--- src/csd_cfg.svh ---
// Offsets, field positions and fixed values of the card data register bank
`ifndef CSD_CFG_SVH
`define CSD_CFG_SVH
`define CSD_OFS_WORD0      8'h00
`define CSD_OFS_WORD1      8'h04
`define CSD_OFS_WORD2      8'h08
`define CSD_OFS_WORD3      8'h0c
`define CSD_OFS_CTRL       8'h10
`define CSD_OFS_STAT       8'h14
`define CSD_BIT_COPY       14
`define CSD_BIT_PERM       13
`define CSD_BIT_TEMP       12
`define CSD_CRC_HI         7
`define CSD_CRC_LO         1
`define CSD_LAYOUT_V2      2'h1
`define CSD_ACCESS_TIME    8'h0e
`define CSD_ACCESS_CYCLES  8'h00
`define CSD_RATE_DEFAULT   8'h32
`define CSD_RATE_HIGH      8'h5a
`define CSD_RATE_FAST      8'h0b
`define CSD_RATE_FASTEST   8'h2b
`define CSD_CMD_CLASSES    12'h5b5
`define CSD_READ_BLK_CODE  4'h9
`define CSD_WRITE_BLK_CODE 4'h9
`define CSD_SMALL_WRITE    1'h0
`define CSD_SINGLE_ERASE   1'h1
`define CSD_SECTOR_CODE    7'h7f
`define CSD_GROUP_CODE     7'h00
`define CSD_GROUP_ALLOWED  1'h0
`define CSD_SPEED_CODE     3'h2
`define CSD_FORMAT_FAMILY  1'h0
`define CSD_FORMAT_CODE    2'h0
`define CSD_DEVICE_SIZE    22'h001010
`define CSD_DRIVER_STAGE   1'h0
`define CSD_READ_ONLY_CARD 1'h0
`define CSD_BLOCK_UNIT     12'h200
`define CSD_CRC_POLY       7'h09
`endif

--- src/csd_pkg.sv ---
// Types shared by the card data register bank
package csd_pkg;
    typedef enum logic [1:0] {
        CSD_RATE_25M  = 2'b00,
        CSD_RATE_50M  = 2'b01,
        CSD_RATE_100M = 2'b10,
        CSD_RATE_200M = 2'b11
    } csd_rate_t;
    typedef logic [127:0] csd_word_t;
endpackage

--- src/csd_regbank.sv ---
// Card specific data register, version 2 layout, with write/erase gate
`timescale 1ns/1ps
`include "csd_cfg.svh"
module csd_regbank
    import csd_pkg::*;
(
    // Clock and reset
    input  wire logic        sys_clk,
    input  wire logic        arst_n,
    // Register port
    input  wire logic [7:0]  reg_addr,
    input  wire logic [31:0] reg_wdata,
    input  wire logic        reg_wr,
    input  wire logic        reg_rd,
    output logic      [31:0] reg_rdata,
    // Write and erase command gate
    input  wire logic        cmd_valid,
    input  wire logic        cmd_erase,
    input  wire logic [11:0] cmd_len,
    output logic             cmd_done,
    output logic             cmd_ok,
    // Register image and lock state
    output csd_word_t        card_specific_data,
    output logic             write_locked
);

    function automatic logic [6:0] crc7_calc(input logic [119:0] d);
        logic [6:0] c;
        logic       fb;
        c = 7'h00;
        for (int i = 119; i >= 0; i--) begin
            fb = d[i] ^ c[6];
            c  = {c[5:3], c[2] ^ fb, c[1:0], fb};
        end
        return c;
    endfunction

    // Count encoded as value minus one
    function automatic logic [7:0] units_of(input logic [6:0] code);
        return {1'b0, code} + 8'h01;
    endfunction

    function automatic logic [5:0] speed_multiple(input logic [2:0] code);
        logic [5:0] m;
        m = 6'h00;
        if (code <= 3'h5) begin
            m = 6'h01 << code;
        end
        return m;
    endfunction

    function automatic logic block_code_valid(input logic [3:0] code);
        return (code >= 4'h9) && (code <= 4'hb);
    endfunction

    // State
    csd_rate_t   rate_reg;
    logic        copy_reg;
    logic        perm_reg;
    logic        temp_reg;
    logic [6:0]  crc_reg;
    logic        crc_auto_reg;
    logic [31:0] rdata_reg;
    logic        done_reg;
    logic        ok_reg;
    csd_word_t   image_reg;
    logic        image_valid_reg;

    // Decode
    wire         wr_word0   = reg_wr && (reg_addr == `CSD_OFS_WORD0);
    wire         wr_ctrl    = reg_wr && (reg_addr == `CSD_OFS_CTRL);
    wire         rom_card   = `CSD_READ_ONLY_CARD;
    wire         copy_set   = wr_word0 && !rom_card && reg_wdata[`CSD_BIT_COPY];
    wire         perm_set   = wr_word0 && reg_wdata[`CSD_BIT_PERM];
    wire         locked     = perm_reg || temp_reg;

    logic [7:0]  rate_code;
    always_comb begin
        unique case (rate_reg)
            CSD_RATE_25M:  rate_code = `CSD_RATE_DEFAULT;
            CSD_RATE_50M:  rate_code = `CSD_RATE_HIGH;
            CSD_RATE_100M: rate_code = `CSD_RATE_FAST;
            CSD_RATE_200M: rate_code = `CSD_RATE_FASTEST;
        endcase
    end

    // Fixed fields are constants; reserved slices are zero
    wire [119:0] body = {
        `CSD_LAYOUT_V2, 6'h00,
        `CSD_ACCESS_TIME, `CSD_ACCESS_CYCLES,
        rate_code,
        `CSD_CMD_CLASSES, `CSD_READ_BLK_CODE,
        3'h0, `CSD_DRIVER_STAGE, 6'h00,
        `CSD_DEVICE_SIZE, 1'h0,
        `CSD_SINGLE_ERASE, `CSD_SECTOR_CODE,
        `CSD_GROUP_CODE, `CSD_GROUP_ALLOWED, 2'h0,
        `CSD_SPEED_CODE, `CSD_WRITE_BLK_CODE,
        `CSD_SMALL_WRITE, 5'h00,
        `CSD_FORMAT_FAMILY,
        copy_reg, perm_reg, temp_reg,
        `CSD_FORMAT_CODE, 2'h0
    };

    // Until software writes a checksum, it tracks the contents
    wire [6:0]   crc_live   = crc_auto_reg ? crc7_calc(body) : crc_reg;
    wire [127:0] image      = {body, crc_live, 1'b1};

    // Block size check
    wire [3:0]   wr_code    = image[25:22];
    wire         small_ok   = image[21];
    wire [12:0]  max_len    = 13'h0001 << wr_code;
    wire         len_in     = ({1'b0, cmd_len} <= max_len) && (cmd_len != 12'h000);
    wire         len_step   = (cmd_len[8:0] == 9'h000);
    wire         len_ok     = len_in && (small_ok || len_step);
    wire         is_512     = (cmd_len == `CSD_BLOCK_UNIT);
    wire         cmd_pass   = !locked && (cmd_erase || len_ok || is_512);

    // Status word
    wire [31:0]  stat_word  = {8'h00, units_of(image[45:39]), 2'h0,
                               speed_multiple(image[28:26]),
                               4'h0, block_code_valid(wr_code), perm_reg, copy_reg, locked};

    logic [31:0] rd_mux;
    always_comb begin
        unique case (reg_addr)
            `CSD_OFS_WORD0: rd_mux = image[31:0];
            `CSD_OFS_WORD1: rd_mux = image[63:32];
            `CSD_OFS_WORD2: rd_mux = image[95:64];
            `CSD_OFS_WORD3: rd_mux = image[127:96];
            `CSD_OFS_CTRL:  rd_mux = {30'h0, rate_reg};
            `CSD_OFS_STAT:  rd_mux = stat_word;
            default:        rd_mux = 32'h0;
        endcase
    end

    wire [31:0]  rdata_next = reg_rd ? rd_mux : 32'h0;

    // Once-bits only move from zero to one
    always_ff @(posedge sys_clk or negedge arst_n) begin
        if (!arst_n) begin
            copy_reg <= 1'b0;
            perm_reg <= 1'b0;
        end else begin
            if (copy_set) begin
                copy_reg <= 1'b1;
            end
            if (perm_set) begin
                perm_reg <= 1'b1;
            end
        end
    end

    always_ff @(posedge sys_clk or negedge arst_n) begin
        if (!arst_n) begin
            temp_reg     <= 1'b0;
            crc_reg      <= 7'h00;
            crc_auto_reg <= 1'b1;
        end else if (wr_word0) begin
            temp_reg     <= reg_wdata[`CSD_BIT_TEMP];
            crc_reg      <= reg_wdata[`CSD_CRC_HI:`CSD_CRC_LO];
            crc_auto_reg <= 1'b0;
        end
    end

    always_ff @(posedge sys_clk or negedge arst_n) begin
        if (!arst_n) begin
            rate_reg <= CSD_RATE_25M;
        end else if (wr_ctrl) begin
            rate_reg <= csd_rate_t'(reg_wdata[1:0]);
        end
    end

    always_ff @(posedge sys_clk or negedge arst_n) begin
        if (!arst_n) begin
            rdata_reg <= 32'h0;
            done_reg  <= 1'b0;
            ok_reg    <= 1'b0;
            image_reg <= '0;
        end else begin
            rdata_reg <= rdata_next;
            done_reg  <= cmd_valid;
            ok_reg    <= cmd_valid && cmd_pass;
            image_reg <= image;
        end
    end

    // Image port holds reset zeros until the first edge after release
    always_ff @(posedge sys_clk or negedge arst_n) begin
        if (!arst_n) begin
            image_valid_reg <= 1'b0;
        end else begin
            image_valid_reg <= 1'b1;
        end
    end

    assign reg_rdata          = rdata_reg;
    assign cmd_done           = done_reg;
    assign cmd_ok             = ok_reg;
    assign card_specific_data = image_reg;
    assign write_locked       = locked;

    fixed_access_a: assert property (@(posedge sys_clk) disable iff (!arst_n)
        image_valid_reg |-> (card_specific_data[119:104] == {`CSD_ACCESS_TIME, `CSD_ACCESS_CYCLES}))
        else $error("Access time fields not fixed");

    rate_code_a: assert property (@(posedge sys_clk) disable iff (!arst_n)
        wr_ctrl |-> ##2 (card_specific_data[103:96] inside {8'h32, 8'h5a, 8'h0b, 8'h2b}))
        else $error("Transfer rate code not permitted");

    rate_select_a: assert property (@(posedge sys_clk) disable iff (!arst_n)
        (wr_ctrl && reg_wdata[1:0] == 2'h1) |-> ##2 (card_specific_data[103:96] == 8'h5a))
        else $error("Rate select not reflected");

    block_code_a: assert property (@(posedge sys_clk) disable iff (!arst_n)
        image_valid_reg |-> (card_specific_data[25:22] == 4'h9 && card_specific_data[83:80] == 4'h9
             && card_specific_data[21] == 1'b0))
        else $error("Block length fields wrong");

    erase_fields_a: assert property (@(posedge sys_clk) disable iff (!arst_n)
        image_valid_reg |-> (card_specific_data[46:39] == 8'hff && card_specific_data[31] == 1'b0))
        else $error("Erase or group fields wrong");

    perm_sticky_a: assert property (@(posedge sys_clk) disable iff (!arst_n)
        perm_reg |=> perm_reg [*8])
        else $error("Permanent lock cleared");

    copy_sticky_a: assert property (@(posedge sys_clk) disable iff (!arst_n)
        copy_reg |=> copy_reg)
        else $error("Copy flag cleared");

    lock_refuse_a: assert property (@(posedge sys_clk) disable iff (!arst_n)
        (cmd_valid && (perm_reg || temp_reg)) |=> (cmd_done && !cmd_ok))
        else $error("Locked card accepted a command");

    block512_a: assert property (@(posedge sys_clk) disable iff (!arst_n)
        (cmd_valid && !locked && cmd_len == 12'h200) |=> (cmd_done && cmd_ok))
        else $error("512-byte write refused");

    small_write_a: assert property (@(posedge sys_clk) disable iff (!arst_n)
        (cmd_valid && !cmd_erase && cmd_len[8:0] != 9'h000) |=> !cmd_ok)
        else $error("Small write accepted");

    temp_write_a: assert property (@(posedge sys_clk) disable iff (!arst_n)
        wr_word0 |=> (write_locked == ($past(reg_wdata[12]) || perm_reg)))
        else $error("Temporary lock write lost");

    crc_write_a: assert property (@(posedge sys_clk) disable iff (!arst_n)
        wr_word0 |-> ##2 (card_specific_data[7:1] == $past(reg_wdata[7:1], 2)))
        else $error("Written checksum not kept");

    layout_fixed_a: assert property (@(posedge sys_clk) disable iff (!arst_n)
        image_valid_reg |-> (card_specific_data[127:120] == {`CSD_LAYOUT_V2, 6'h00}))
        else $error("Layout version field wrong");

    size_fixed_a: assert property (@(posedge sys_clk) disable iff (!arst_n)
        image_valid_reg |-> (card_specific_data[95:84] == `CSD_CMD_CLASSES
            && card_specific_data[69:48] == `CSD_DEVICE_SIZE && card_specific_data[76] == `CSD_DRIVER_STAGE))
        else $error("Class, size or driver fields wrong");

    group_fixed_a: assert property (@(posedge sys_clk) disable iff (!arst_n)
        image_valid_reg |-> (card_specific_data[38:31] == 8'h00))
        else $error("Protect group fields wrong");

    speed_fixed_a: assert property (@(posedge sys_clk) disable iff (!arst_n)
        image_valid_reg |-> (card_specific_data[28:26] == `CSD_SPEED_CODE))
        else $error("Write speed field wrong");

    block_equal_a: assert property (@(posedge sys_clk) disable iff (!arst_n)
        image_valid_reg |-> (card_specific_data[25:22] == card_specific_data[83:80]))
        else $error("Write and read block codes differ");

    block_range_a: assert property (@(posedge sys_clk) disable iff (!arst_n)
        image_valid_reg |-> (card_specific_data[25:22] inside {4'h9, 4'ha, 4'hb}))
        else $error("Write block code reserved");

    format_fixed_a: assert property (@(posedge sys_clk) disable iff (!arst_n)
        image_valid_reg |-> (card_specific_data[15] == 1'b0 && card_specific_data[11:10] == 2'h0))
        else $error("File format fields wrong");

    reserved_zero_a: assert property (@(posedge sys_clk) disable iff (!arst_n)
        image_valid_reg |-> ({card_specific_data[125:120], card_specific_data[79:77], card_specific_data[75:70],
            card_specific_data[47], card_specific_data[30:29], card_specific_data[20:16], card_specific_data[9:8]}
            == 25'h0 && card_specific_data[0]))
        else $error("Reserved bits not fixed");

    perm_rise_a: assert property (@(posedge sys_clk) disable iff (!arst_n)
        $rose(perm_reg) |-> $past(perm_set))
        else $error("Permanent lock set without a write");

    copy_rise_a: assert property (@(posedge sys_clk) disable iff (!arst_n)
        $rose(copy_reg) |-> $past(copy_set))
        else $error("Copy flag set without a write");

    state_hold_a: assert property (@(posedge sys_clk) disable iff (!arst_n)
        !wr_word0 |=> ($stable(temp_reg) && $stable(crc_reg) && $stable(copy_reg) && $stable(perm_reg)))
        else $error("Writable bits moved without a write");

    rate_hold_a: assert property (@(posedge sys_clk) disable iff (!arst_n)
        !wr_ctrl |=> $stable(rate_reg))
        else $error("Rate select moved without a write");

    rdata_idle_a: assert property (@(posedge sys_clk) disable iff (!arst_n)
        !reg_rd |=> (reg_rdata == 32'h0))
        else $error("Read data not zero when idle");

    unmapped_read_a: assert property (@(posedge sys_clk) disable iff (!arst_n)
        (reg_rd && !(reg_addr inside {`CSD_OFS_WORD0, `CSD_OFS_WORD1, `CSD_OFS_WORD2, `CSD_OFS_WORD3,
            `CSD_OFS_CTRL, `CSD_OFS_STAT})) |=> (reg_rdata == 32'h0))
        else $error("Unmapped read not zero");

    ctrl_read_a: assert property (@(posedge sys_clk) disable iff (!arst_n)
        (reg_rd && reg_addr == `CSD_OFS_CTRL) |=> (reg_rdata == {30'h0, $past(rate_reg)}))
        else $error("Control readback wrong");

    status_fixed_a: assert property (@(posedge sys_clk) disable iff (!arst_n)
        (reg_rd && reg_addr == `CSD_OFS_STAT) |=> (reg_rdata[23:8] == 16'h8004))
        else $error("Sector count or speed multiple wrong");

    block_valid_a: assert property (@(posedge sys_clk) disable iff (!arst_n)
        (reg_rd && reg_addr == `CSD_OFS_STAT) |=> reg_rdata[3])
        else $error("Block code reported invalid");

    status_lock_a: assert property (@(posedge sys_clk) disable iff (!arst_n)
        (reg_rd && reg_addr == `CSD_OFS_STAT)
            |=> (reg_rdata[2:0] == {$past(perm_reg), $past(copy_reg), $past(write_locked)}))
        else $error("Status lock bits wrong");

    done_follow_a: assert property (@(posedge sys_clk) disable iff (!arst_n)
        cmd_valid |=> cmd_done)
        else $error("Command not answered");

    ok_quiet_a: assert property (@(posedge sys_clk) disable iff (!arst_n)
        !cmd_valid |=> (!cmd_done && !cmd_ok))
        else $error("Answer without a command");

    ok_needs_done_a: assert property (@(posedge sys_clk) disable iff (!arst_n)
        cmd_ok |-> cmd_done)
        else $error("Accept without done");

    erase_unlocked_a: assert property (@(posedge sys_clk) disable iff (!arst_n)
        (cmd_valid && cmd_erase && !write_locked) |=> cmd_ok)
        else $error("Unlocked erase refused");

    long_write_a: assert property (@(posedge sys_clk) disable iff (!arst_n)
        (cmd_valid && !cmd_erase && cmd_len > 12'h200) |=> !cmd_ok)
        else $error("Oversized write accepted");

    zero_write_a: assert property (@(posedge sys_clk) disable iff (!arst_n)
        (cmd_valid && !cmd_erase && cmd_len == 12'h000) |=> !cmd_ok)
        else $error("Empty write accepted");

    perm_refuse_a: assert property (@(posedge sys_clk) disable iff (!arst_n)
        (cmd_valid && perm_reg) |=> !cmd_ok)
        else $error("Permanently locked card accepted");

    temp_clear_a: assert property (@(posedge sys_clk) disable iff (!arst_n)
        (wr_word0 && !reg_wdata[`CSD_BIT_TEMP] && !perm_reg && !perm_set) |=> !write_locked)
        else $error("Temporary lock not cleared");

endmodule

--- config.mk ---
export PLATFORM = sky130hd
export DESIGN_NAME = csd_regbank
export DESIGN_NICKNAME = d
export VERILOG_FILES = /design/src/csd_pkg.sv /design/src/csd_regbank.sv
export VERILOG_INCLUDE_DIRS = /design/src
export SDC_FILE = /design/constraint.sdc
export NUM_CORES = 1
export LEC_CHECK = 0
export ABC_AREA = 1
export BUFFER_PORTS_ARGS = -buffer_cell sky130_fd_sc_hd__buf_4
export CELL_PAD_IN_SITES_DETAIL_PLACEMENT = 1
export CELL_PAD_IN_SITES_GLOBAL_PLACEMENT = 1
export CORE_MARGIN = 10
export CORE_UTILIZATION = 30
export DETAILED_ROUTE_END_ITERATION = 7
export GPL_TIMING_DRIVEN = 0
export HOLD_SLACK_MARGIN = 0.05
export PLACE_DENSITY_LB_ADDON = 0.1
export SLEW_MARGIN = 30
export SYNTH_ARGS = -nofsm -noshare
export SYNTH_HDL_FRONTEND = slang
export SYNTH_SLANG_ARGS = --single-unit
--- constraint.sdc ---
create_clock -name sys_clk -period 4.87 [get_ports sys_clk]
set_input_delay 1.2175 -clock sys_clk [delete_from_list [all_inputs] [get_ports sys_clk]]
set_output_delay 1.2175 -clock sys_clk [all_outputs]
set_load 0.05 [all_outputs]
=== Yosys cells after proc, flatten, opt, wreduce, memory -nomap -nowiden ===
Index checks and enable logic that the tools add are counted.
Widths: inputs -> output; s select.

* Register bits after elaboration: 89
* Logic and storage cells: 163
* Output and inout port bits: 163

* Reduce and logical (&&, ||, !) cells: 16
* Equality and inequality tests: 9
* Bitwise logic cells: 123
* Mux-type cells: 4
* Magnitude comparators: 1

{| class="wikitable"
|+ Operators by type and width
! cell !! count
|-
| $pmux 31 s6 || 1
|-
| $xor 1x1->1 || 100
|-
| $pmux 8 s4 || 1
|-
| $mux 31 || 1
|-
| $not 1->1 || 23
|-
| $eq 8x4->1 const B || 2
|-
| $eq 8x5->1 const B || 2
|-
| $eq 12x10->1 const B || 1
|-
| $le 12x10->1 const B || 1
|-
| $reduce_bool 12->1 || 1
|-
| $logic_not 9->1 || 1
|-
| $eq 8x3->1 const B || 1
|-
| $logic_and 1x1->1 || 8
|-
| $logic_not 8->1 || 1
|-
| $mux 7 || 1
|-
| $eq 2x2->1 const B || 2
|-
| $logic_or 1x1->1 || 3
|-
| $eq 2x1->1 const B || 1
|-
| $logic_not 2->1 || 1
|-
| $logic_not 1->1 || 1
|}

=== Depth between registers and ports, before layout ===
* Depth in word-level cells: 39
* Depth in mapped cells: 12
* Mapped depth without buffers: 11

=== Worst setup path before layout ===
OpenSTA, ideal clock, no wires.

* Path kind: register to output
* Start: reg, netlist name card_specific_data[97]
* End: out card_specific_data[113]
* Arrival: 1.333 ns
* Setup slack: 2.319 ns
* Path buffers: 1
* Cell stages (with the launch flop): 2
* Cells stage by stage: dfrtp_1 > buf_4

{| class="wikitable"
|+ RTL lines
! what !! line !! text
|-
| to (decl) || csd_regbank.sv:23 || <nowiki>output csd_word_t card_specific_data,</nowiki>
|}

==> metrics.txt <==
synthesized netlist cell count=386; Final period util=58.20%; leakage=2.760 nW; Ports=221; Fin. Hold Viols=0; Setup crit start kind=flip-flop; Mapped Area=0.003183 sq mm; die width=123.0 um; CTS tree=built; CP max stage delay=0.88 ns; ranking of synthesized cells by area=dfrtp_1 (39%), buf_4 (29%), nand2_1 (11%); # resized after CTS=0; CP startpoint=card_specific_data[97]; IO buf count=109; Tot GR Track Use=11.69%; Worst VDD drop=0.1540 mV; reg2reg setup slack=2.95 ns; Pwr per Cell Area=276.7 mW/mm^2; top cell type's share of synthesized area=38.52%; mean routed wirelength per cell=13.02 um; filler instances=1329; clock tree buffer depth=2; core area=0.01032 sq mm; CTS buffer count=5; number of synthesized flops with an enable pin=0; # rows=37; first-pass GRT wire length=14.17 mm; Largest register FFs=19; 1st-pass router iterations=4; highest clock rate=0.3528 GHz; Worst Setup Path Type=reg -> out; Setup crit end=card_specific_data[91]; outcome=complete, no violations; final core utilization=44.98%; ANT nets after route=0; Pins Over Slew Limit=0; post-CTS setup buffers=0; Setup-failing EPs final=0; R2R depth=12; CP max FO=28; vias after detailed routing=2678; synth cell count leaders=buf_4 (125), nand2_1 (97), dfrtp_1 (49); final clock skew=0.004348 ns; area grow syn2layout=45.87%; endpoint of the lowest-slack register-to-register path=reg_rdata[5]; yosys warns=0; synth unique cells=32; drt total wl=9.476 mm; Die Ht=123.0 um; worst path arrival time=1.62 ns; Placer Congestion=0.7644; cts hold-fix bufs=0; dpl hpwl=8.183 mm; predominant post-synthesis flop cell=dfrtp_1; post-synth top area cell=dfrtp_1; register area share after synthesis=39.35%; critical path, cell by cell=buf_4 -> buf_4; Post-synth ARST share=100.0%; CP required=3.65 ns; Top cell by count, worst path=buf_4; GRT Residual Overflow=0; setup TNS=0 ns; max-cap violations=0; Design Power=0.001285 W; via/cell ratio=3.679; DRC=0; Die ar.=0.01513 sq mm; n_diodes=0; Worst-Skew Late Latency=0.31 ns; share of cells above drive strength 1=44.43%; slowest CP cell=dfrtp_1; fin area=0.004643 sq mm; clock sink count=50; Cell Area, Placed=0.004506 sq mm; CP Capture Type=primary output; initial core utilization=30.83%; vias in the first global route=2775; synthesized area per cell=8.246 sq um; H-tree depth=2; WHS=0.4900 ns; Worst Tran Pin Value=0.8128 ns; Detailed Route Iter0 Violations=109; most common cell in the netlist=buf_4; root buf cell=clkbuf_8; initial antenna violation count=0; Layout Nets=656; final period demand of the worst path=2.834 ns; largest net degree at the start of global routing=51; r2r startpoint=rate_reg[0]; CTS clk-pin slew, worst paths=0.09 ns; RSZ-0062 raised after global routing=no; HP Class=reg -> reg; Yosys reg bits=50; headroom to the max-slew limit=45.81%
critical path, delay by kind of cell, from the launching register on:
family	cells	cell delay [ns]
buf+inv	2	0.42
flops	1	0.88
per-stage QoR:
| step | cells | setup slack, ns |
|---|---|---|
| floorplan | 475 | 2.319 |
| global placement | 720 | 2.341 |
| detailed placement | 720 | 2.302 |
| CTS | 728 | 1.999 |
| global route | 728 | 1.901 |
| finish | 728 | 2.036 |
power by group:
group / internal, W / switching (W) / leakage, nW / total [W]
sequential: 0.000437 / 0.0000119 / 0.612 / 0.000449
clock: 0.000206 / 0.000142 / 0.0683 / 0.000347
combinational: 0.000141 / 0.000347 / 2.08 / 0.000489
total: 0.000784 / 0.000501 / 2.76 / 0.00128
layer usage:
metal / GRT usage (%) / routed length, um / vias up
li1: - / - / 1369
met1: 12.70 / 3723 / 1180
met2: 20.88 / 4664 / 119
met3: 4.512 / 990 / 10
met4: 3.057 / 98 / 0
met5: 0 / 0 / -
layout make-up:
class | instances | area (sq um) | share of cell area (%)
multi-input cells | 270 | 1202 | 25.90
flip-flops and latches | 50 | 1252 | 26.97
clock buffers | 5 | 68.82 | 1.482
repair buffers | 109 | 818.3 | 17.62
clock inverters | 3 | 68.82 | 1.482
plain buffers | 129 | 963.4 | 20.75
well taps | 136 | 170.2 | 3.665
inverters | 26 | 98.84 | 2.129
cell usage in the layout (no fill, tap or decap), types with 3 or more instances in the layout:
cell type  synthesis  final
nor2_4             3      3
buf_4            125    234
inv_1             22     22
o21ai_0            4      4
nor3_1             4      4
dfrtp_1           49     49
inv_2              3      3
nand2_1           97     97
a21oi_1            4      4
clkbuf_8           0      5
or2_2              3      3
nand3_1           16     16
nor2_1            23     23
ha_1               7      7
conb_1             2     91
worst min path at each step:
stage	endpoint	startpoint	depth (start not counted)	slack, ns
2_1_floorplan	card_specific_data[12]	temp_reg	0	0.41
3_3_place_gp	card_specific_data[12]	temp_reg	0	0.47
3_5_place_dp	crc_reg[3]	crc_reg[3]	2	0.47
4_1_cts	crc_reg[3]	crc_reg[3]	2	0.50
5_1_grt	card_specific_data[12]	temp_reg	0	0.52
6_report	crc_reg[3]	crc_reg[3]	2	0.49
cell families (layout without fill, tap and decap cells):
group | count (synthesis) | count (layout) | synth area share, %
AOI/OAI and AO/OA | 14 | 14 | 2.555
adders and majority gates | 7 | 7 | 2.751
buffers and inverters | 155 | 272 | 33.37
DFF | 50 | 50 | 39.35
other | 2 | 91 | 0.2359
and+or+nand+nor | 158 | 158 | 21.74
Power figures use the tool's default switching activity.
